===== src/core/psr_defs.vh =====
// Constants for the suspend/resume and SMI sequencing block
`ifndef PSR_DEFS_VH
`define PSR_DEFS_VH
// Configuration indices
`define PSR_IDX_WAKE_MASK   8'h08
`define PSR_IDX_IO_WAIT     8'h61
`define PSR_IDX_REVISION    8'h64
`define PSR_IDX_ACT_MASK    8'h75
`define PSR_IDX_CTRL_B      8'h77
`define PSR_IDX_EVT_EN      8'h82
`define PSR_IDX_S2S_TMO     8'h86
`define PSR_IDX_CLK_SET     8'h8F
`define PSR_IDX_RSVD        8'h9D
`define PSR_IDX_THROTTLE    8'h9F
`define PSR_IDX_REQ_STAT    8'hA2
`define PSR_IDX_SMI_CAUSE   8'hA5
`define PSR_IDX_PMU_CTL1    8'hA7
`define PSR_IDX_SMM_UPPER   8'hA9
`define PSR_IDX_SMM_LOWER   8'hAA
`define PSR_IDX_MISC5       8'hB3
`define PSR_IDX_MISC3       8'hBA
// Field positions
`define PSR_BIT_RESUME_EN   0
`define PSR_BIT_S2S_EN      3
`define PSR_BIT_SMI_SEL     7
`define PSR_BIT_IN_SMM      7
`define PSR_BIT_CAUSE_RES   0
`define PSR_BIT_CAUSE_S2S   3
`define PSR_BIT_AUTO_LS_EN  3
`define PSR_BIT_HS_CLK_EN   6
`define PSR_BIT_SELF_REF    3
`define PSR_BIT_DRAM_KEEP   2
// Fields kept across micro power-off
`define PSR_KEEP_REVISION   8'h03
`define PSR_KEEP_CLK_SET    8'hFF
`define PSR_KEEP_RSVD       8'hF7
`define PSR_KEEP_PMU_CTL1   8'h02
`define PSR_KEEP_MISC5      8'h08
`define PSR_KEEP_MISC3      8'h1F
// Reset values
`define PSR_RST_REG         8'h00
`define PSR_RST_REVISION    8'h03
// Mode codes
`define PSR_MODE_HS         3'h0
`define PSR_MODE_LS         3'h1
`define PSR_MODE_DOZE       3'h2
`define PSR_MODE_SLEEP      3'h3
`define PSR_MODE_SUSPEND    3'h4
`define PSR_MODE_OFF        3'h5
`endif


===== src/core/psr_pmu_seq.v =====
// Suspend/resume key, SMI request and power sequencing logic
`timescale 1ns/1ps
`default_nettype none
`include "psr_defs.vh"

module psr_pmu_seq (
   input  wire       sys_clk,
   input  wire       rst_n,
   input  wire       suspend_resume_key_input,
   input  wire       power_off_request_pin_n,
   input  wire       refresh_pulse,
   input  wire       cpu_in_smm,
   input  wire [7:0] wake_event_in,
   input  wire [7:0] activity_in,
   input  wire       cfg_index_we,
   input  wire       cfg_data_we,
   input  wire       cfg_data_re,
   input  wire [7:0] cfg_wdata,
   output reg  [7:0] cfg_rdata_q,
   output reg        smi_req_q,
   output reg        nmi_req_q,
   output reg  [2:0] pmu_mode_q,
   output reg        temp_on_q,
   output reg        cpu_clk_run_q,
   output reg        cpu_low_speed_q,
   output reg        hs_clk_allow_q,
   output reg        refresh_toggle_q,
   output reg        micro_power_off_q,
   output reg        self_refresh_sel_q,
   output reg        dram_retain_q,
   output reg  [9:0] smm_base_q
);

   // Configuration storage
   reg [7:0] idx_q;
   reg [7:0] wake_mask_q;
   reg [7:0] io_wait_q;
   reg [7:0] revision_q;
   reg [7:0] act_mask_q;
   reg [7:0] ctrl_b_q;
   reg [7:0] evt_en_q;
   reg [7:0] s2s_tmo_q;
   reg [7:0] clk_set_q;
   reg [7:0] rsvd_q;
   reg [7:0] throttle_q;
   reg [7:0] pmu_ctl1_q;
   reg [7:0] smm_upper_q;
   reg [7:0] smm_lower_q;
   reg [7:0] misc5_q;
   reg [7:0] misc3_q;

   // Sequencing state
   reg [7:0] cause_q;
   reg       req_q;
   reg [2:0] mode_q;
   reg       stepping_q;
   reg       wake_pend_q;
   reg       buffered_q;
   reg       exit_temp_q;
   reg [7:0] s2s_cnt_q;
   reg [3:0] thr_cnt_q;
   reg       thr_low_q;

   // Synchronisers: first stage is read only by the second
   reg [1:0] key_sync_q;
   reg       key_last_q;
   reg [1:0] ref_sync_q;
   reg       ref_last_q;

   // Masks a register with the field kept across micro power-off
   function [7:0] keep_bits;
      input [7:0] value;
      input [7:0] keep;
      begin
         keep_bits = value & keep;
      end
   endfunction

   // True in Sleep, Suspend or Off
   function is_asleep;
      input [2:0] mode;
      begin
         is_asleep = (mode == `PSR_MODE_SLEEP) || (mode == `PSR_MODE_SUSPEND) ||
                     (mode == `PSR_MODE_OFF);
      end
   endfunction

   // Input synchronisers and edge detectors
   always @(posedge sys_clk) begin
      if (!rst_n) begin
         key_sync_q <= 2'h0;
         key_last_q <= 1'b0;
         ref_sync_q <= 2'h0;
         ref_last_q <= 1'b0;
      end else begin
         key_sync_q <= {key_sync_q[0], suspend_resume_key_input};
         key_last_q <= key_sync_q[1];
         ref_sync_q <= {ref_sync_q[0], refresh_pulse};
         ref_last_q <= ref_sync_q[1];
      end
   end

   wire key_edge = key_sync_q[1] & ~key_last_q;
   wire ref_tick = ref_sync_q[1] & ~ref_last_q;

   // Index/data access decode
   wire wr_cause = cfg_data_we && (idx_q == `PSR_IDX_SMI_CAUSE);
   wire wr_stat  = cfg_data_we && (idx_q == `PSR_IDX_REQ_STAT);
   wire asleep   = is_asleep(mode_q);
   wire running  = !asleep;

   // Other wake sources only count when unmasked
   wire other_wake = |(wake_event_in & ~wake_mask_q) |
                     |(activity_in & ~act_mask_q);

   // Sleep-to-suspend expiry; a zero timeout never expires
   wire s2s_expire = ref_tick && (mode_q == `PSR_MODE_SLEEP) && !temp_on_q &&
                     (s2s_tmo_q != 8'h00) && (s2s_cnt_q + 8'h01 >= s2s_tmo_q);

   // A resume input, taken while asleep and not in Temporary-On
   wire resume_in = key_edge && asleep && !temp_on_q && !stepping_q;

   // Wake into high speed on the refresh after a resume
   wire do_wake = ref_tick && wake_pend_q;

   wire set_res = do_wake && evt_en_q[`PSR_BIT_RESUME_EN];
   wire set_s2s = s2s_expire && evt_en_q[`PSR_BIT_S2S_EN];
   wire new_req = set_res | set_s2s;

   // Throttling allowed only with both enables and in high speed
   wire thr_on = ctrl_b_q[`PSR_BIT_AUTO_LS_EN] &&
                 io_wait_q[`PSR_BIT_HS_CLK_EN] &&
                 (mode_q == `PSR_MODE_HS);

   // Configuration registers, with micro power-off partial clear
   always @(posedge sys_clk) begin
      if (!rst_n) begin
         idx_q       <= `PSR_RST_REG;
         wake_mask_q <= `PSR_RST_REG;
         io_wait_q   <= `PSR_RST_REG;
         revision_q  <= `PSR_RST_REVISION;
         act_mask_q  <= `PSR_RST_REG;
         ctrl_b_q    <= `PSR_RST_REG;
         evt_en_q    <= `PSR_RST_REG;
         s2s_tmo_q   <= `PSR_RST_REG;
         clk_set_q   <= `PSR_RST_REG;
         rsvd_q      <= `PSR_RST_REG;
         throttle_q  <= `PSR_RST_REG;
         pmu_ctl1_q  <= `PSR_RST_REG;
         smm_upper_q <= `PSR_RST_REG;
         smm_lower_q <= `PSR_RST_REG;
         misc5_q     <= `PSR_RST_REG;
         misc3_q     <= `PSR_RST_REG;
      end else if (!power_off_request_pin_n) begin
         // Cold boot except kept fields; retention bit is in the kept set
         idx_q       <= `PSR_RST_REG;
         wake_mask_q <= `PSR_RST_REG;
         io_wait_q   <= `PSR_RST_REG;
         revision_q  <= keep_bits(revision_q, `PSR_KEEP_REVISION);
         act_mask_q  <= `PSR_RST_REG;
         ctrl_b_q    <= `PSR_RST_REG;
         evt_en_q    <= `PSR_RST_REG;
         s2s_tmo_q   <= `PSR_RST_REG;
         clk_set_q   <= keep_bits(clk_set_q, `PSR_KEEP_CLK_SET);
         rsvd_q      <= keep_bits(rsvd_q, `PSR_KEEP_RSVD);
         throttle_q  <= `PSR_RST_REG;
         pmu_ctl1_q  <= keep_bits(pmu_ctl1_q, `PSR_KEEP_PMU_CTL1);
         smm_upper_q <= `PSR_RST_REG;
         smm_lower_q <= `PSR_RST_REG;
         misc5_q     <= keep_bits(misc5_q, `PSR_KEEP_MISC5);
         misc3_q     <= keep_bits(misc3_q, `PSR_KEEP_MISC3);
      end else begin
         if (cfg_index_we) begin
            idx_q <= cfg_wdata;
         end
         if (cfg_data_we) begin
            case (idx_q)
               `PSR_IDX_WAKE_MASK: wake_mask_q <= cfg_wdata;
               `PSR_IDX_IO_WAIT:   io_wait_q   <= cfg_wdata;
               `PSR_IDX_REVISION:  revision_q  <= {1'b0, cfg_wdata[6:0]};
               `PSR_IDX_ACT_MASK:  act_mask_q  <= cfg_wdata;
               `PSR_IDX_CTRL_B:    ctrl_b_q    <= cfg_wdata;
               `PSR_IDX_EVT_EN:    evt_en_q    <= cfg_wdata;
               `PSR_IDX_S2S_TMO:   s2s_tmo_q   <= cfg_wdata;
               `PSR_IDX_CLK_SET:   clk_set_q   <= cfg_wdata;
               `PSR_IDX_RSVD:      rsvd_q      <= cfg_wdata;
               `PSR_IDX_THROTTLE:  throttle_q  <= cfg_wdata;
               `PSR_IDX_PMU_CTL1:  pmu_ctl1_q  <= cfg_wdata;
               `PSR_IDX_SMM_UPPER: smm_upper_q <= cfg_wdata;
               `PSR_IDX_SMM_LOWER: smm_lower_q <= cfg_wdata;
               `PSR_IDX_MISC5:     misc5_q     <= cfg_wdata;
               `PSR_IDX_MISC3:     misc3_q     <= cfg_wdata;
               default: ;
            endcase
         end
      end
   end

   // Read data; bit 7 of revision is live handler status
   always @(posedge sys_clk) begin
      if (!rst_n) begin
         cfg_rdata_q <= 8'h00;
      end else if (cfg_data_re) begin
         case (idx_q)
            `PSR_IDX_WAKE_MASK: cfg_rdata_q <= wake_mask_q;
            `PSR_IDX_IO_WAIT:   cfg_rdata_q <= io_wait_q;
            `PSR_IDX_REVISION:  cfg_rdata_q <= {cpu_in_smm, revision_q[6:0]};
            `PSR_IDX_ACT_MASK:  cfg_rdata_q <= act_mask_q;
            `PSR_IDX_CTRL_B:    cfg_rdata_q <= ctrl_b_q;
            `PSR_IDX_EVT_EN:    cfg_rdata_q <= evt_en_q;
            `PSR_IDX_S2S_TMO:   cfg_rdata_q <= s2s_tmo_q;
            `PSR_IDX_CLK_SET:   cfg_rdata_q <= clk_set_q;
            `PSR_IDX_RSVD:      cfg_rdata_q <= rsvd_q;
            `PSR_IDX_THROTTLE:  cfg_rdata_q <= throttle_q;
            `PSR_IDX_REQ_STAT:  cfg_rdata_q <= {7'h00, req_q};
            `PSR_IDX_SMI_CAUSE: cfg_rdata_q <= cause_q;
            `PSR_IDX_PMU_CTL1:  cfg_rdata_q <= pmu_ctl1_q;
            `PSR_IDX_SMM_UPPER: cfg_rdata_q <= smm_upper_q;
            `PSR_IDX_SMM_LOWER: cfg_rdata_q <= smm_lower_q;
            `PSR_IDX_MISC5:     cfg_rdata_q <= misc5_q;
            `PSR_IDX_MISC3:     cfg_rdata_q <= misc3_q;
            default:            cfg_rdata_q <= 8'h00;
         endcase
      end
   end

   // Cause flags and held request; a new event wins over the clear
   always @(posedge sys_clk) begin
      if (!rst_n || !power_off_request_pin_n) begin
         cause_q <= 8'h00;
         req_q   <= 1'b0;
      end else begin
         cause_q <= (wr_cause ? 8'h00 : cause_q) |
                    {4'h0, set_s2s, 2'h0, set_res};
         req_q   <= (wr_stat ? 1'b0 : req_q) | new_req;
      end
   end

   // Mode sequencer, stepped only by refresh
   always @(posedge sys_clk) begin
      if (!rst_n || !power_off_request_pin_n) begin
         mode_q      <= `PSR_MODE_HS;
         stepping_q  <= 1'b0;
         wake_pend_q <= 1'b0;
         buffered_q  <= 1'b0;
         exit_temp_q <= 1'b0;
         temp_on_q   <= 1'b0;
         s2s_cnt_q   <= 8'h00;
      end else begin
         // Suspend input starts the walk down; edges ignored meanwhile
         if (key_edge && running && !stepping_q && !wake_pend_q) begin
            stepping_q <= 1'b1;
         end
         // Resume input, or an unmasked wake source, arms the wake
         if (resume_in || (asleep && !temp_on_q && other_wake)) begin
            wake_pend_q <= 1'b1;
         end
         // In Temporary-On one edge is held back
         if (key_edge && temp_on_q) begin
            buffered_q <= 1'b1;
         end
         if (wr_cause && temp_on_q) begin
            exit_temp_q <= 1'b1;
         end
         if (ref_tick) begin
            if (do_wake) begin
               mode_q      <= `PSR_MODE_HS;
               wake_pend_q <= 1'b0;
               s2s_cnt_q   <= 8'h00;
            end else if (stepping_q) begin
               if (mode_q == `PSR_MODE_DOZE) begin
                  stepping_q <= 1'b0;
               end
               mode_q <= mode_q + 3'h1;
            end else if (exit_temp_q) begin
               temp_on_q   <= 1'b0;
               exit_temp_q <= 1'b0;
               mode_q      <= `PSR_MODE_SUSPEND;
               // The held edge is now handled as a fresh resume
               if (buffered_q || key_edge) begin
                  wake_pend_q <= 1'b1;
                  buffered_q  <= 1'b0;
               end
            end else if (s2s_expire) begin
               temp_on_q <= 1'b1;
               s2s_cnt_q <= 8'h00;
            end else if (mode_q == `PSR_MODE_SLEEP && !temp_on_q) begin
               s2s_cnt_q <= s2s_cnt_q + 8'h01;
            end
         end
      end
   end

   // Auto low-speed window: trigger count, then low-speed duration
   always @(posedge sys_clk) begin
      if (!rst_n || !power_off_request_pin_n || !thr_on) begin
         thr_cnt_q <= 4'h0;
         thr_low_q <= 1'b0;
      end else if (ref_tick) begin
         // Both counted window edges fall on a refresh; dropping thr_on ends the window in any cycle
         if (!thr_low_q && thr_cnt_q >= throttle_q[3:0]) begin
            thr_low_q <= 1'b1;
            thr_cnt_q <= 4'h0;
         end else if (thr_low_q && thr_cnt_q >= throttle_q[7:4]) begin
            thr_low_q <= 1'b0;
            thr_cnt_q <= 4'h0;
         end else begin
            thr_cnt_q <= thr_cnt_q + 4'h1;
         end
      end
   end

   // Registered outputs
   always @(posedge sys_clk) begin
      if (!rst_n) begin
         smi_req_q          <= 1'b0;
         nmi_req_q          <= 1'b0;
         pmu_mode_q         <= `PSR_MODE_HS;
         cpu_clk_run_q      <= 1'b1;
         cpu_low_speed_q    <= 1'b0;
         hs_clk_allow_q     <= 1'b0;
         refresh_toggle_q   <= 1'b0;
         micro_power_off_q  <= 1'b0;
         self_refresh_sel_q <= 1'b0;
         dram_retain_q      <= 1'b0;
         smm_base_q         <= 10'h000;
      end else begin
         smi_req_q  <= req_q && smm_upper_q[`PSR_BIT_SMI_SEL];
         nmi_req_q  <= req_q && !smm_upper_q[`PSR_BIT_SMI_SEL];
         pmu_mode_q <= mode_q;
         // Temporary-On restarts the clock while the mode stays asleep
         cpu_clk_run_q   <= running || temp_on_q;
         cpu_low_speed_q <= temp_on_q || thr_low_q || (mode_q == `PSR_MODE_LS);
         // High speed needs its own enable and HS mode; the window only takes it away
         hs_clk_allow_q  <= io_wait_q[`PSR_BIT_HS_CLK_EN] && (mode_q == `PSR_MODE_HS) &&
                            !thr_low_q && !temp_on_q;
         if (ref_tick) begin
            refresh_toggle_q <= ~refresh_toggle_q;
         end
         micro_power_off_q  <= !power_off_request_pin_n;
         // Refresh type kept through the outage from its preset value
         self_refresh_sel_q <= misc5_q[`PSR_BIT_SELF_REF];
         dram_retain_q      <= misc3_q[`PSR_BIT_DRAM_KEEP];
         smm_base_q         <= {smm_upper_q[5:4], smm_lower_q};
      end
   end

endmodule
`default_nettype wire


===== config.mk =====
export PLATFORM = sky130hd
export DESIGN_NAME = psr_pmu_seq
export DESIGN_NICKNAME = d
export VERILOG_FILES = /design/src/core/psr_pmu_seq.v
export VERILOG_INCLUDE_DIRS = /design/src /design/src/core
export SDC_FILE = /design/constraint.sdc
export NUM_CORES = 1
export LEC_CHECK = 0
export BUFFER_PORTS_ARGS = -buffer_cell sky130_fd_sc_hd__buf_2
export CAP_MARGIN = 20
export CELL_PAD_IN_SITES_DETAIL_PLACEMENT = 1
export CELL_PAD_IN_SITES_GLOBAL_PLACEMENT = 1
export CORE_ASPECT_RATIO = 1.75
export CORE_UTILIZATION = 35
export DETAILED_ROUTE_END_ITERATION = 16
export HOLD_SLACK_MARGIN = 0.12
export PLACE_DENSITY = 0.66
export SYNTH_ARGS = -nofsm -noshare
export SYNTH_HDL_FRONTEND = slang
export SYNTH_SLANG_ARGS = --single-unit

===== constraint.sdc =====
create_clock -name sys_clk -period 3.6 [get_ports sys_clk]
set_clock_uncertainty 0.05 [all_clocks]
set_input_delay 0.36 -clock sys_clk [delete_from_list [all_inputs] [get_ports sys_clk]]
set_output_delay 0.36 -clock sys_clk [all_outputs]
set_load 0.02 [all_outputs]

* Yosys cells after proc, flatten, opt, wreduce, memory -nomap -nowiden
Cells that the tools add are included.
** Operators by class
- Order comparisons :: 3
- $add $sub $neg :: 3
- Equality and inequality tests :: 24
- Reduce and logical (&&, ||, !) cells :: 80
- Mux-type cells :: 39
- Bitwise operators :: 15
** Operators by type and width (number)
- $pmux 8 s17 :: 1
- $eq 8x8->1 const B :: 12
- $mux 8 :: 6
- $reduce_and 2->1 :: 17
- $eq 8x7->1 const B :: 4
- $logic_and 1x1->1 :: 29
- $mux 1 :: 27
- $reduce_and 3->1 :: 6
- $and 8x8->8 :: 2
- $not 8->8 :: 2
- $reduce_or 8->1 :: 2
- $logic_not 1->1 :: 9
- $logic_or 1x1->1 :: 9
- $mux 3 :: 3
- $add 8x1->8 const B :: 1
- $eq 8x4->1 const B :: 1
- $ge 4x4->1 :: 2
- $ge 8x8->1 :: 1
- $mux 4 :: 2
- $or 8x4->8 :: 1
- $reduce_and 4->1 :: 2
- $reduce_bool 8->1 :: 1
- $eq 3x2->1 const B :: 2
- $eq 3x3->1 const B :: 2
- 10 further kinds :: 20
** Word-level totals
- Input bits :: 33
- Bits in registers :: 193
- Output and inout port bits :: 31

* Longest topological paths before layout
Gate-level depths: netlist (run 1).
- Depth in word-level cells :: 13
- Depth in mapped cells :: 11

* Worst setup path before layout (run 1)
Ideal clock, no wire load.
- Path type :: register -> register
- From :: reg s2s_cnt_q[0]
- To :: reg s2s_cnt_q[2]
- Arrival :: 2.374 ns
- Slack :: 1.105 ns
- Setup time :: 0.070 ns
- Path buffers :: 0
- Cell stages (with the launch flop) :: 12
- Cell sequence :: dfxtp_1 -> and3_1 -> nand3_1 -> and2_1 -> or2_2 -> ha_1 -> o21a_1 -> o21ai_0 -> nand2b_1 -> a31oi_1 -> o21ai_0 -> a21oi_1
** Between the ends
- Longest elaborated chain between the ends :: 7
- Elaborated cells on any way between the ends :: 10
- Classes of those cells :: 1 x add/sub; 1 x order compare; 5 x mux; 3 x reduce/logical
** Ends and longest elaborated chain
- start: declaration :: line psr_pmu_seq.v:60 : reg [7:0] s2s_cnt_q;
- start signal: assignment :: line psr_pmu_seq.v:288 : s2s_cnt_q <= s2s_cnt_q + 8'h01;
- $add 8x1->8 * :: line psr_pmu_seq.v:118, psr_pmu_seq.v:288
- $ge 8x8->1 :: line psr_pmu_seq.v:118 : (s2s_tmo_q != 8'h00) && (s2s_cnt_q + 8'h01 >= s2s_tmo_q);
- $logic_and 1x1->1 :: line psr_pmu_seq.v:117 : wire s2s_expire = ref_tick && (mode_q == `PSR_MODE_SLEEP) && !temp_on_q &&
- $mux 8 :: line psr_pmu_seq.v:284 : end else if (s2s_expire) begin
- $mux 8 :: line psr_pmu_seq.v:275 : end else if (exit_temp_q) begin
- $mux 8 :: line psr_pmu_seq.v:270 : end else if (stepping_q) begin
- $mux 8 :: line psr_pmu_seq.v:266 : if (do_wake) begin
Mark *: on every way between the ends. The rest lies on a longest branch, timed or not. The select of a mux whose other input is x is not followed.
A chain may end at the register's enable or synchronous reset.

* Final worst setup path (run 1)
Ends and elaborated chain as after synthesis.

==> metrics, run 1 <==
Main synth FF type dfxtp_1; Non-Filler Instances 1380; crit path capture type flop; final core occ 0.4045; CTS Buf Count 17; Initial Util 0.3555; Top delay family on crit path compound AO/OA/AOI/OAI gates; Hold Path Depth 2; Internal 3.329 mW; Crit path depth 11; worst endpoint required time 3.94 ns; vias per inst 5.665; later-pin clock latency in the skew report 0.46 ns; syn avg cell area 8.576 um2; initial antenna violation count 0; sequential share of power 0.479; root buf cell clkbuf_16; Crit path largest cell delay 0.62 ns; routed wire length per instance 23.22 um; number of global-route vias before repair 7855; crit path kind flop to flop; max-cap viol count 0; # DRC 0; drt first pass iters 5; antenna cells 0; PwrDens 440.0 mW/mm2; register area share after synthesis 0.4276; reg2reg path depth 11; 1st-iter DRT viols 474; clk sink count 187; Syn. warnings 0; Die Y-Extent 211.2 um; DP HPWL 23350 um; Rel. slew slack 0.4853; crit-path cells and3_1, nand3_1, and2_1, or2_2, ha_1, o21a_1, o21ai_0, nand2b_1, a31oi_1, o21ai_0, a21oi_1; first-pass GRT wire length 48660 um; setup TNS 0 ns; post-synthesis cell type count 69; die area 0.02568 mm2; input/output buffers 63; sw frac 0.2407; Finished Cell Area 0.009963 mm2; f_max 332.7 MHz; crit-path max FO 8; share of cells above drive strength 1 0.1255; GRT Total Usage 0.2598; status finished, final reports clean; Tmin final 3.006 ns; Area after DPL 0.009310 mm2; Detail Route Antenna Nets 0; Area Growth Syn to Fin 13.79%; Synth Register Bits 187; # rows 76; final period utilization 0.8349; Final nets 1111; mapped cell area 0.008756 mm2; Worst Tran Pin Value 0.7710 ns; Clock power frac 0.471; Worst Hold Class primary input to flop; total net switching power 1.055 mW; Fin. Hold Viols 0; via count 7818; core area 0.02463 mm2; # setup viols final 0; Crit path top cell by count o21ai_0; GPL Wtd Cong 0.9777; htree depth 4; Leak 3.698 nW; Die Wd 121.6 um; fin. max-slew vios 0; Async SR Flop Fraction 0; Clock Path Buffers 2; Worst VDD drop 0.0003595 V; Comb power frac 0.050; Post-Syn Nets 1077; Arr. time, crit path 3.35 ns; final wirelength 32040 um; final total power 4.384 mW; global route overflow 0; crit path launch type flop; Boundary Pins 64; Mapped Cells 1021; CTS tree done; clk slew on worst S/H paths 0.07 ns; placed cell count 1346; largest net degree at the start of global routing 62; slowest stage cell, crit path a31oi_1; WP buf/inv 0; EDFF count, synth 0; RSZ-0062 raised after global routing no
[cells by family after synthesis]
logic type / count (synthesis) / synth area share
AOI/OAI and AO/OA: 207 / 0.1520
xor gates and xnor gates: 8 / 0.008001
adders and majority gates: 23 / 0.03287
buffers and inverters: 107 / 0.05259
DFF: 187 / 0.4276
muxes: 81 / 0.09317
and+or+nand+nor: 408 / 0.2338
[area by class of cell]
type	count	area [um2]
Clock buffer	19	442.9
Timing Repair Buffer	85	498.0
Multi-Input combinational cell	727	4559
Tap cell	312	390.4
Clock inverter	13	190.2
Sequential cell	187	3744
Inverter	37	138.9
Fill cell	2911	14670
[worst reg2reg max path, cell delays in order, from the launching register on]
cell	delay, ns
dfxtp_1	0.41
and3_1	0.18
nand3_1	0.12
and2_1	0.19
or2_2	0.29
ha_1	0.27
o21a_1	0.17
o21ai_0	0.18
nand2b_1	0.10
a31oi_1	0.62
o21ai_0	0.19
a21oi_1	0.16
[Yosys cell counts, types with 3 or more instances]
cell type    n  area share
nand2_1    122       0.052
a2111oi_0    3      0.0030
and2_1      25       0.018
dfxtp_1    187        0.43
a31oi_1      4      0.0029
nand2b_1    15       0.011
nand4_1      6      0.0043
a221oi_1     9      0.0090
xnor2_1      4      0.0040
buf_2       17      0.0097
a32oi_1      9      0.0090
clkbuf_1    44       0.019
buf_4        4      0.0034
a22o_1       7      0.0070
o2111ai_1    4      0.0040
ha_1        23       0.033
o21ai_0     19       0.011
and3_1      10      0.0071
buf_6        3      0.0039
xor2_1       4      0.0040
a21o_1       3      0.0026
nor3_1      10      0.0057
nor2_1      90       0.039
nor4_1       8      0.0057
a22oi_1     22       0.019
or2_2        3      0.0021
mux2i_1     77       0.088
nor2b_1     34       0.024
inv_1       37       0.016
a21oi_1     87       0.050
nand3_1     59       0.034
a211oi_1     8      0.0069
mux2_2       4      0.0051
o22ai_1     11      0.0079
[sequential cells by signal, summed over array words and instances, names as in the netlist, 3 cells and up]
register     count
act_mask_q       8
cfg_rdata_q      8
clk_set_q        8
ctrl_b_q         8
evt_en_q         8
idx_q            8
io_wait_q        8
misc3_q          8
misc5_q          8
mode_q           3
pmu_ctl1_q       8
pmu_mode_q       3
revision_q       7
rsvd_q           8
s2s_cnt_q        8
s2s_tmo_q        8
smm_base_q      10
smm_lower_q      8
smm_upper_q      8
thr_cnt_q        4
throttle_q       8
wake_mask_q      8
[path summary, 6_finish.rpt]
check	startpoint	endpoint	slack (ns)
worst max-delay path	s2s_cnt_q[0]	s2s_cnt_q[2]	0.59
worst min-delay path	power_off_request_pin_n	micro_power_off_q	0.25
worst max register to register	s2s_cnt_q[0]	s2s_cnt_q[2]	0.59
worst min register to register	key_sync_q[0]	key_sync_q[1]	0.39
[stage by stage]
stage | hold slack (ns) | setup slack [ns]
2_1_floorplan | 0.3619 | 1.105
3_3_place_gp | 0.3678 | 0.6722
3_5_place_dp | 0.3742 | 0.5402
4_1_cts | 0.2116 | 0.5123
5_1_grt | 0.2491 | 0.3004
6_report | 0.2502 | 0.5944
[metal layers]
metal | vias to the layer above | GRT usage | routed length (um)
met1 | 3871 | 0.2702 | 12070
li1 | 3667 | - | -
met2 | 199 | 0.4747 | 17030
met3 | 81 | 0.04482 | 1132
met5 | - | 0 | 0
met4 | 0 | 0.1601 | 1808
[placed cells by master (no fill, tap or decap), types with 22 or more instances in the layout]
cell type,netlist,final
dfxtp_1,187,187
nor2b_1,34,34
a22oi_1,22,22
nor2_1,90,90
nand3_1,59,59
ha_1,23,23
inv_1,37,37
mux2i_1,77,77
a21oi_1,87,87
and2_1,25,25
nand2_1,122,121
buf_2,17,63
[power by group through the flow]
stage | Combinational (mW) | Sequential, mW | Clock (mW)
final | 0.221 | 2.10 | 2.06
after global routing | 0.233 | 2.10 | 2.18
after CTS | 0.220 | 2.10 | 2.10
after detailed placement | 0.219 | 2.15 | 0
after global placement | 0.217 | 2.15 | 0
after floorplan | 0.125 | 2.14 | 0
[what timing repair did]
action                                 in CTS  in global routing
endpoints found under the hold margin       2                  0
buffers inserted                            0                  0
hold buffers                                2                  0
gates resized for setup                     0                  0
Note: power is estimated with default switching activity, not from simulation.
==> run 2, diff against run 1 <==
--- a/config.mk
+++ b/config.mk
@@ -6,6 +6,7 @@
 export SDC_FILE = /design/constraint.sdc
 export NUM_CORES = 1
 export LEC_CHECK = 0
+export ABC_AREA = 1
 export BUFFER_PORTS_ARGS = -buffer_cell sky130_fd_sc_hd__buf_2
 export CAP_MARGIN = 20
 export CELL_PAD_IN_SITES_DETAIL_PLACEMENT = 1
@@ -14,7 +15,7 @@
 export CORE_UTILIZATION = 35
 export DETAILED_ROUTE_END_ITERATION = 16
 export HOLD_SLACK_MARGIN = 0.12
-export PLACE_DENSITY = 0.66
+export PLACE_DENSITY = 0.71
 export SYNTH_ARGS = -nofsm -noshare
 export SYNTH_HDL_FRONTEND = slang
 export SYNTH_SLANG_ARGS = --single-unit
==> constraint.sdc (replaced) <==
create_clock -name sys_clk -period 2.5 [get_ports sys_clk]
set_clock_uncertainty 0.05 [all_clocks]
set_input_delay 0.25 -clock sys_clk [delete_from_list [all_inputs] [get_ports sys_clk]]
set_output_delay 0.25 -clock sys_clk [all_outputs]
set_load 0.02 [all_outputs]
==> run 2 against run 1 <==
Sequential power grew 43%. Worst hold slack worse by 0.095 ns. Largest cell class unchanged. Worst setup slack got worse by 0.40 ns. Critical path depth shrank 1. Core utilization grew 0.45 points. Routed wire length fell by 2.3%. Design area down 1.4%. Clock-buffer cell count increased by 3. Cell count rose by 13%. Die area shrank 1.7%.
==> metrics, run 2 <==
status finished, final reports clean; Initial Util 0.3584 (+0.002868); Area Growth Syn to Fin 14.14%; Post-CTS Setup Bufs 0 (unchanged); Crit path depth 10 (-1); clk slew on worst S/H paths 0.07 ns (about the same); clk sink count 187 (unchanged); max-cap viol count 0 (unchanged); crit path kind flop to flop; Leak 4.074 nW (+10%); GRT Total Usage 0.2597 (about the same); Fin. Hold Viols 0 (unchanged); reg2reg start idx_q[1]; number of global-route vias before repair 8381 (+6.7%); Top delay family on crit path simple AND/OR/NAND/NOR gates; slowest stage cell, crit path nor2_1; GPL Wtd Cong 0.9152 (-6.4%); drt first pass iters 4 (-1); routed wire length per instance 20.04 um (-14%); reg2reg path depth 10 (-1); Synth Register Bits 187 (unchanged); Non-Filler Instances 1562 (+13%); Die Wd 120.6 um (-0.83%); Clock Path Buffers 2 (unchanged); EDFF count, synth 0 (unchanged); Worst Tran Pin Value 0.9413 ns (+0.1702 ns); Rel. slew slack 0.3702 (-0.1151); area fraction of the dominant cell type after synthesis 0.4348 (+0.007270); Main synth FF type dfxtp_1; Boundary Pins 64 (unchanged); core area 0.02402 mm2 (-2.5%); f_max 434.1 MHz (+30%); crit-path cells inv_1, nand2_1, nor2_1, and2_1, nand2_1, nand3_1, nor2_1, nand2_1, nand2_1, a21oi_1; Arr. time, crit path 2.65 ns (-0.70 ns); CP endpoint cfg_rdata_q[0]; commonest non-fill, non-tap cell in the layout nand2_1; syn avg cell area 7.265 um2 (-15%); PwrDens 608.0 mW/mm2 (+38%); total net switching power 1.467 mW (+39%); via count 8209 (+5.0%); # setup viols final 0 (unchanged); post-synthesis cell type count 37 (-46%); Syn. warnings 0 (unchanged); 1st-iter DRT viols 406 (-14%); crit path launch type flop; Internal 4.508 mW (+35%); Worst VDD drop 0.0004170 V (+16%); max reg flops 10 (unchanged); FILL cells 3089 (+6.1%); sw frac 0.2455 (+0.004808); antenna cells 0 (unchanged); Top reg by flops smm_base_q; later-pin clock latency in the skew report 0.46 ns (about the same); root buf cell clkbuf_16; setup TNS 0 ns (unchanged); Detail Route Antenna Nets 0 (unchanged); initial antenna violation count 0 (unchanged); share of cells above drive strength 1 0.1204 (-0.005053); input/output buffers 63 (unchanged); Post-Syn Nets 1241 (+15%); final period utilization 0.9215 (+0.08660); Async SR Flop Fraction 0 (unchanged); CTS Buf Count 17 (unchanged); final total power 5.974 mW (+36%); Crit path largest cell delay 0.73 ns (+0.11 ns); WP buf/inv 1 (+1); worst setup path startpoint idx_q[1]; fin. max-slew vios 0 (unchanged); DP HPWL 23260 um (-0.37%); Synth area leaders dfxtp_1 (43%), a21oi_1 (9.2%), nand2_1 (8.4%), nand3_1 (7.8%), o21ai_0 (6.8%); most frequent cells in the layout nand2_1 (192), dfxtp_1 (187), a21oi_1 (159); Mapped Cells 1185 (+16%); crit path capture type flop; Comb power frac 0.049 (about the same); register area share after synthesis 0.4348 (+0.007270); final wirelength 31300 um (-2.3%); CTS tree done; largest net degree at the start of global routing 59 (-4.8%); RSZ-0062 raised after global routing no; vias per inst 5.255 (-7.2%); reg2reg end cfg_rdata_q[0]; crit-path max FO 11 (+3); global route overflow 0 (unchanged); die area 0.02525 mm2 (-1.7%); Worst Hold Class primary input to flop; R2R setup slack 0.20 ns (-0.40 ns); sequential share of power 0.503 (+0.024); Clock power frac 0.448 (-0.023); htree depth 4 (unchanged); Synth area leader dfxtp_1; placed cell count 1525 (+13%); Crit path top cell by count nand2_1; first-pass GRT wire length 48490 um (-0.34%); Tmin final 2.304 ns (-0.7019 ns); mapped cell area 0.008610 mm2 (-1.7%); top cells by count, synth nand2_1 (193), dfxtp_1 (187), a21oi_1 (159); top-count cell post-synth nand2_1; worst endpoint required time 2.84 ns (-1.10 ns); Final nets 1297 (+17%); # DRC 0 (unchanged); # rows 75 (-1.3%); Die Y-Extent 209.5 um (-0.83%)
## run 2: changes by cell type after synthesis, sizes merged, moves of 11 or more
cell	delta
a21oi	+72
a22oi	-22
and2	-23
clkbuf	-15
inv	+113
mux2i	-77
nand2	+76
nand2b	-15
nand3	+76
nand4	+19
nor2b	-34
nor4	-11
o21ai	+97
## run 2: how the worst min path moves through the flow
stage / startpoint / to / slack, ns / cells past startpoint
5_1_grt: rst_n / smm_base_q[0] / 0.16 / 3
2_1_floorplan: suspend_resume_key_input / key_sync_q[0] / 0.30 / 2
3_5_place_dp: key_sync_q[0] / key_sync_q[1] / 0.36 / 2
4_1_cts: rst_n / smm_base_q[0] / 0.13 / 3
6_report: rst_n / dram_retain_q / 0.16 / 3
3_3_place_gp: ref_sync_q[0] / ref_sync_q[1] / 0.35 / 2
## run 2: layout make-up
type | count | area (um2) | share of cell area
Sequential cell | 187 | 3744 | 0.3810
Multi-Input combinational cell | 788 | 3994 | 0.4064
Clock inverter | 10 | 91.34 | 0.009295
Inverter | 152 | 570.5 | 0.05806
Tap cell | 308 | 385.4 | 0.03922
Clock buffer | 22 | 474.2 | 0.04826
Timing Repair Buffer | 95 | 568.0 | 0.05780
## run 2: tightest hold or removal path, cell delays in order
cell and delay, ns:
buf_2 0.23, nand2_1 0.11, inv_1 0.03
## run 2: power by group through the flow
stage / clock network, mW / registers (mW) / logic (mW)
2_1_floorplan: 0 / 3.07 / 0.152
3_3_place_gp: 0 / 3.07 / 0.282
3_5_place_dp: 0 / 3.07 / 0.286
4_1_cts: 2.73 / 3.00 / 0.294
6_report: 2.68 / 3.00 / 0.293
5_1_grt: 2.85 / 3.00 / 0.313
## run 2: routing by layer
layer	wire length (um)	global-route usage	vias up
met3	872	0.03641	82
met4	1845	0.1588	0
li1	-	-	4023
met1	11630	0.2607	3963
met5	0	0	-
met2	16950	0.4939	141
## run 2: cells by family (layout without fill, tap and decap cells)
logic type / Yosys count / in the layout / synth area share
AND/OR/NAND/NOR: 462 / 462 / 0.2446
XOR/XNOR: 7 / 7 / 0.007121
buffers and inverters: 210 / 279 / 0.1025
flip-flops: 187 / 187 / 0.4348
AO/OA/AOI/OAI: 296 / 296 / 0.1776
adder cells (fa/ha/maj): 23 / 23 / 0.03343
## run 2: per-stage QoR
step	setup WS, ns	hold slack (ns)	utilization	area [um2]
2_1_floorplan	0.4050	0.2976	-	8610
3_3_place_gp	0.1623	0.3509	0.3830	9201
3_5_place_dp	0.08375	0.3634	0.3830	9201
4_1_cts	0.07834	0.1330	0.4086	9817
5_1_grt	0.01228	0.1638	0.4091	9827
6_report	0.1963	0.1554	0.4091	9827
## run 2: what timing repair did
| item | 4_1_cts | 5_1_grt |
|---|---|---|
| hold endpoints to repair | 16 | 0 |
| hold buffers | 5 | 0 |
| resized for setup | 0 | 3 |
| endpoints found under the setup margin | 0 | 11 |
==> run 3, diff against run 2 <==
--- a/config.mk
+++ b/config.mk
@@ -15,7 +15,7 @@
 export CORE_UTILIZATION = 35
 export DETAILED_ROUTE_END_ITERATION = 16
 export HOLD_SLACK_MARGIN = 0.12
-export PLACE_DENSITY = 0.71
+export PLACE_DENSITY = 0.64
 export SYNTH_ARGS = -nofsm -noshare
 export SYNTH_HDL_FRONTEND = slang
 export SYNTH_SLANG_ARGS = --single-unit
==> run 3 against run 2 <==
Non-clock buffer count is the same. Critical path depth grew 3. Clock-buffer cell count shrank 3. Combinational power shrank 1%. Worst setup slack gained 0.027 ns. Die area is the same. Critical path type unchanged. Critical endpoint is now req_q. Largest power group unchanged. Highest routed layer unchanged.
==> metrics, run 3 (synthesized netlist as in run 2, its figures left out) <==
1st-iter DRT viols 397 (-2.2%); die area 0.02525 mm2 (unchanged); Top reg by flops smm_base_q; via count 8215 (+0.073%); Arr. time, crit path 2.56 ns (-0.09 ns); Leak 4.104 nW (+0.75%); largest net degree at the start of global routing 60 (+1.7%); crit path launch type flop; Initial Util 0.3584 (unchanged); sequential share of power 0.483 (-0.020); DP HPWL 23660 um (+1.7%); max-cap viol count 0 (unchanged); # rows 75 (unchanged); Die Y-Extent 209.5 um (unchanged); status finished, final reports clean; clk slew on worst S/H paths 0.07 ns (about the same); Clock power frac 0.471 (+0.023); crit-path max FO 9 (-2); input/output buffers 63 (unchanged); drt first pass iters 5 (+1); Die Wd 120.6 um (unchanged); final total power 6.220 mW (+4.1%); max reg flops 10 (unchanged); Post-CTS Setup Bufs 0 (unchanged); GRT Total Usage 0.2598 (about the same); final period utilization 0.9109 (-0.01064); Clock Path Buffers 2 (unchanged); final wirelength 31560 um (+0.83%); fin. max-slew vios 0 (unchanged); met3 wire length 712 um (-18%); sw frac 0.2380 (-0.007437); # DRC 0 (unchanged); Comb power frac 0.047 (-0.002); CTS tree done; PwrDens 628.5 mW/mm2 (+3.4%); global route overflow 0 (unchanged); Boundary Pins 64 (unchanged); Worst Tran Pin Value 0.6862 ns (-0.2551 ns); placed cell count 1525 (unchanged); antenna cells 0 (unchanged); Final WS setup 0.2229 ns (+0.02659 ns); wl on met1 11870 um (+2.0%); Rel. slew slack 0.5420 (+0.1719); core area 0.02402 mm2 (unchanged); top sig layer met4; Worst Hold Class primary input to flop; later-pin clock latency in the skew report 0.45 ns (about the same); Top delay family on crit path simple AND/OR/NAND/NOR gates; clk sink count 187 (unchanged); Final nets 1297 (unchanged); total net switching power 1.481 mW (+0.96%); # setup viols final 0 (unchanged); crit path capture type flop; number of global-route vias before repair 8275 (-1.3%); routed wire length per instance 20.20 um (+0.83%); Fin. Hold Viols 0 (unchanged); Crit path largest cell delay 0.36 ns (-0.37 ns); most frequent cells in the layout nand2_1 (192), dfxtp_1 (187), a21oi_1 (159); htree depth 4 (unchanged); CTS Buf Count 17 (unchanged); Non-Filler Instances 1562 (unchanged); f_max 439.1 MHz (+1.2%); setup TNS 0 ns (unchanged); initial antenna violation count 0 (unchanged); final core occ 0.4120 (+0.002917); Area Growth Syn to Fin 14.95%; Finished Cell Area 0.009897 mm2 (+0.71%); Worst VDD drop 0.0004697 V (+13%); worst slack, placed -0.009390 ns (-0.09314 ns); Detail Route Antenna Nets 0 (unchanged); crit-path cells inv_1, nor2_2, nand4_1, nor2_1, xor2_1, ha_1, a21oi_1, o21a_1, nand2_1, nand2_4, inv_1, nand2_1, a21oi_1; crit path kind flop to flop; GPL Wtd Cong 0.8854 (-3.3%); Area after DPL 0.009214 mm2 (+0.14%); Tmin final 2.277 ns (-0.02659 ns); Internal 4.740 mW (+5.1%); worst endpoint required time 2.79 ns (-0.05 ns); WP buf/inv 2 (+1); RSZ-0062 raised after global routing no; met2 WL 17160 um (+1.3%); slowest stage cell, crit path dfxtp_1; vias per inst 5.259 (about the same); share of cells above drive strength 1 0.1204 (unchanged); root buf cell clkbuf_16; first-pass GRT wire length 47910 um (-1.2%); commonest non-fill, non-tap cell in the layout nand2_1; Worst Hold Slack 0.1810 ns (+0.02553 ns)
-- run 3: cell count changes in the layout (fill, tap and decap cells not counted) --
| cell | change |
|---|---|
| buf_12 | +1 |
| buf_4 | -1 |
| bufinv_16 | +3 |
| clkbuf_8 | -3 |
| clkinv_2 | -2 |
| clkinv_4 | +2 |
| clkinvlp_4 | -1 |
| inv_6 | +1 |
-- run 3: worst register-to-register path, delay by kind of cell, from the launching register on --
| family | cells | cell delay (ns) |
|---|---|---|
| XOR/XNOR | 1 | 0.22 |
| flip-flops | 1 | 0.36 |
| AO/OA/AOI/OAI | 3 | 0.35 |
| buffers and inverters | 2 | 0.18 |
| AND/OR/NAND/NOR | 6 | 0.71 |
| adder cells (fa/ha/maj) | 1 | 0.28 |
-- run 3: timing repair --
action                                 CTS  global route
cloned                                   0             0
endpoints found under the hold margin   18             0
setup endpoints to repair                3            11
gates resized for setup                  1             2
hold buffers                             5             0
-- run 3: metal layers --
layer  GRT usage  vias to the layer above
met2      0.4897                      133
met1      0.2605                     3993
met4      0.1656                        0
met5           0                        -
li1            -                     4025
met3     0.03859                       64
-- run 3: worst paths after layout --
| kind | start | endpoint | slack (ns) | cells after the start |
|---|---|---|---|---|
| setup / recovery | s2s_cnt_q[0] | req_q | 0.22 | 13 |
| hold / removal | cfg_wdata[7] | evt_en_q[7] | 0.18 | 3 |
| setup reg to reg | s2s_cnt_q[0] | req_q | 0.22 | 13 |
| hold reg to reg | key_sync_q[0] | key_sync_q[1] | 0.37 | 2 |
-- run 3: cell type report --
type / count / area [um2]
clock buffer: 19 / 432.9
clock inverter: 13 / 190.2
fill: 3079 / 14130
inverter: 152 / 570.5
multi-input combinational: 788 / 3994
sequential: 187 / 3744
tap: 308 / 385.4
timing repair buffer: 95 / 580.6
-- run 3: power by group through the flow --
stage	sequential [mW]	clock, mW	combinational (mW)
6_report	3.00	2.93	0.289
5_1_grt	3.00	3.10	0.312
4_1_cts	3.00	2.99	0.292
3_5_place_dp	3.07	0	0.285
3_3_place_gp	3.07	0	0.284
2_1_floorplan	3.07	0	0.152
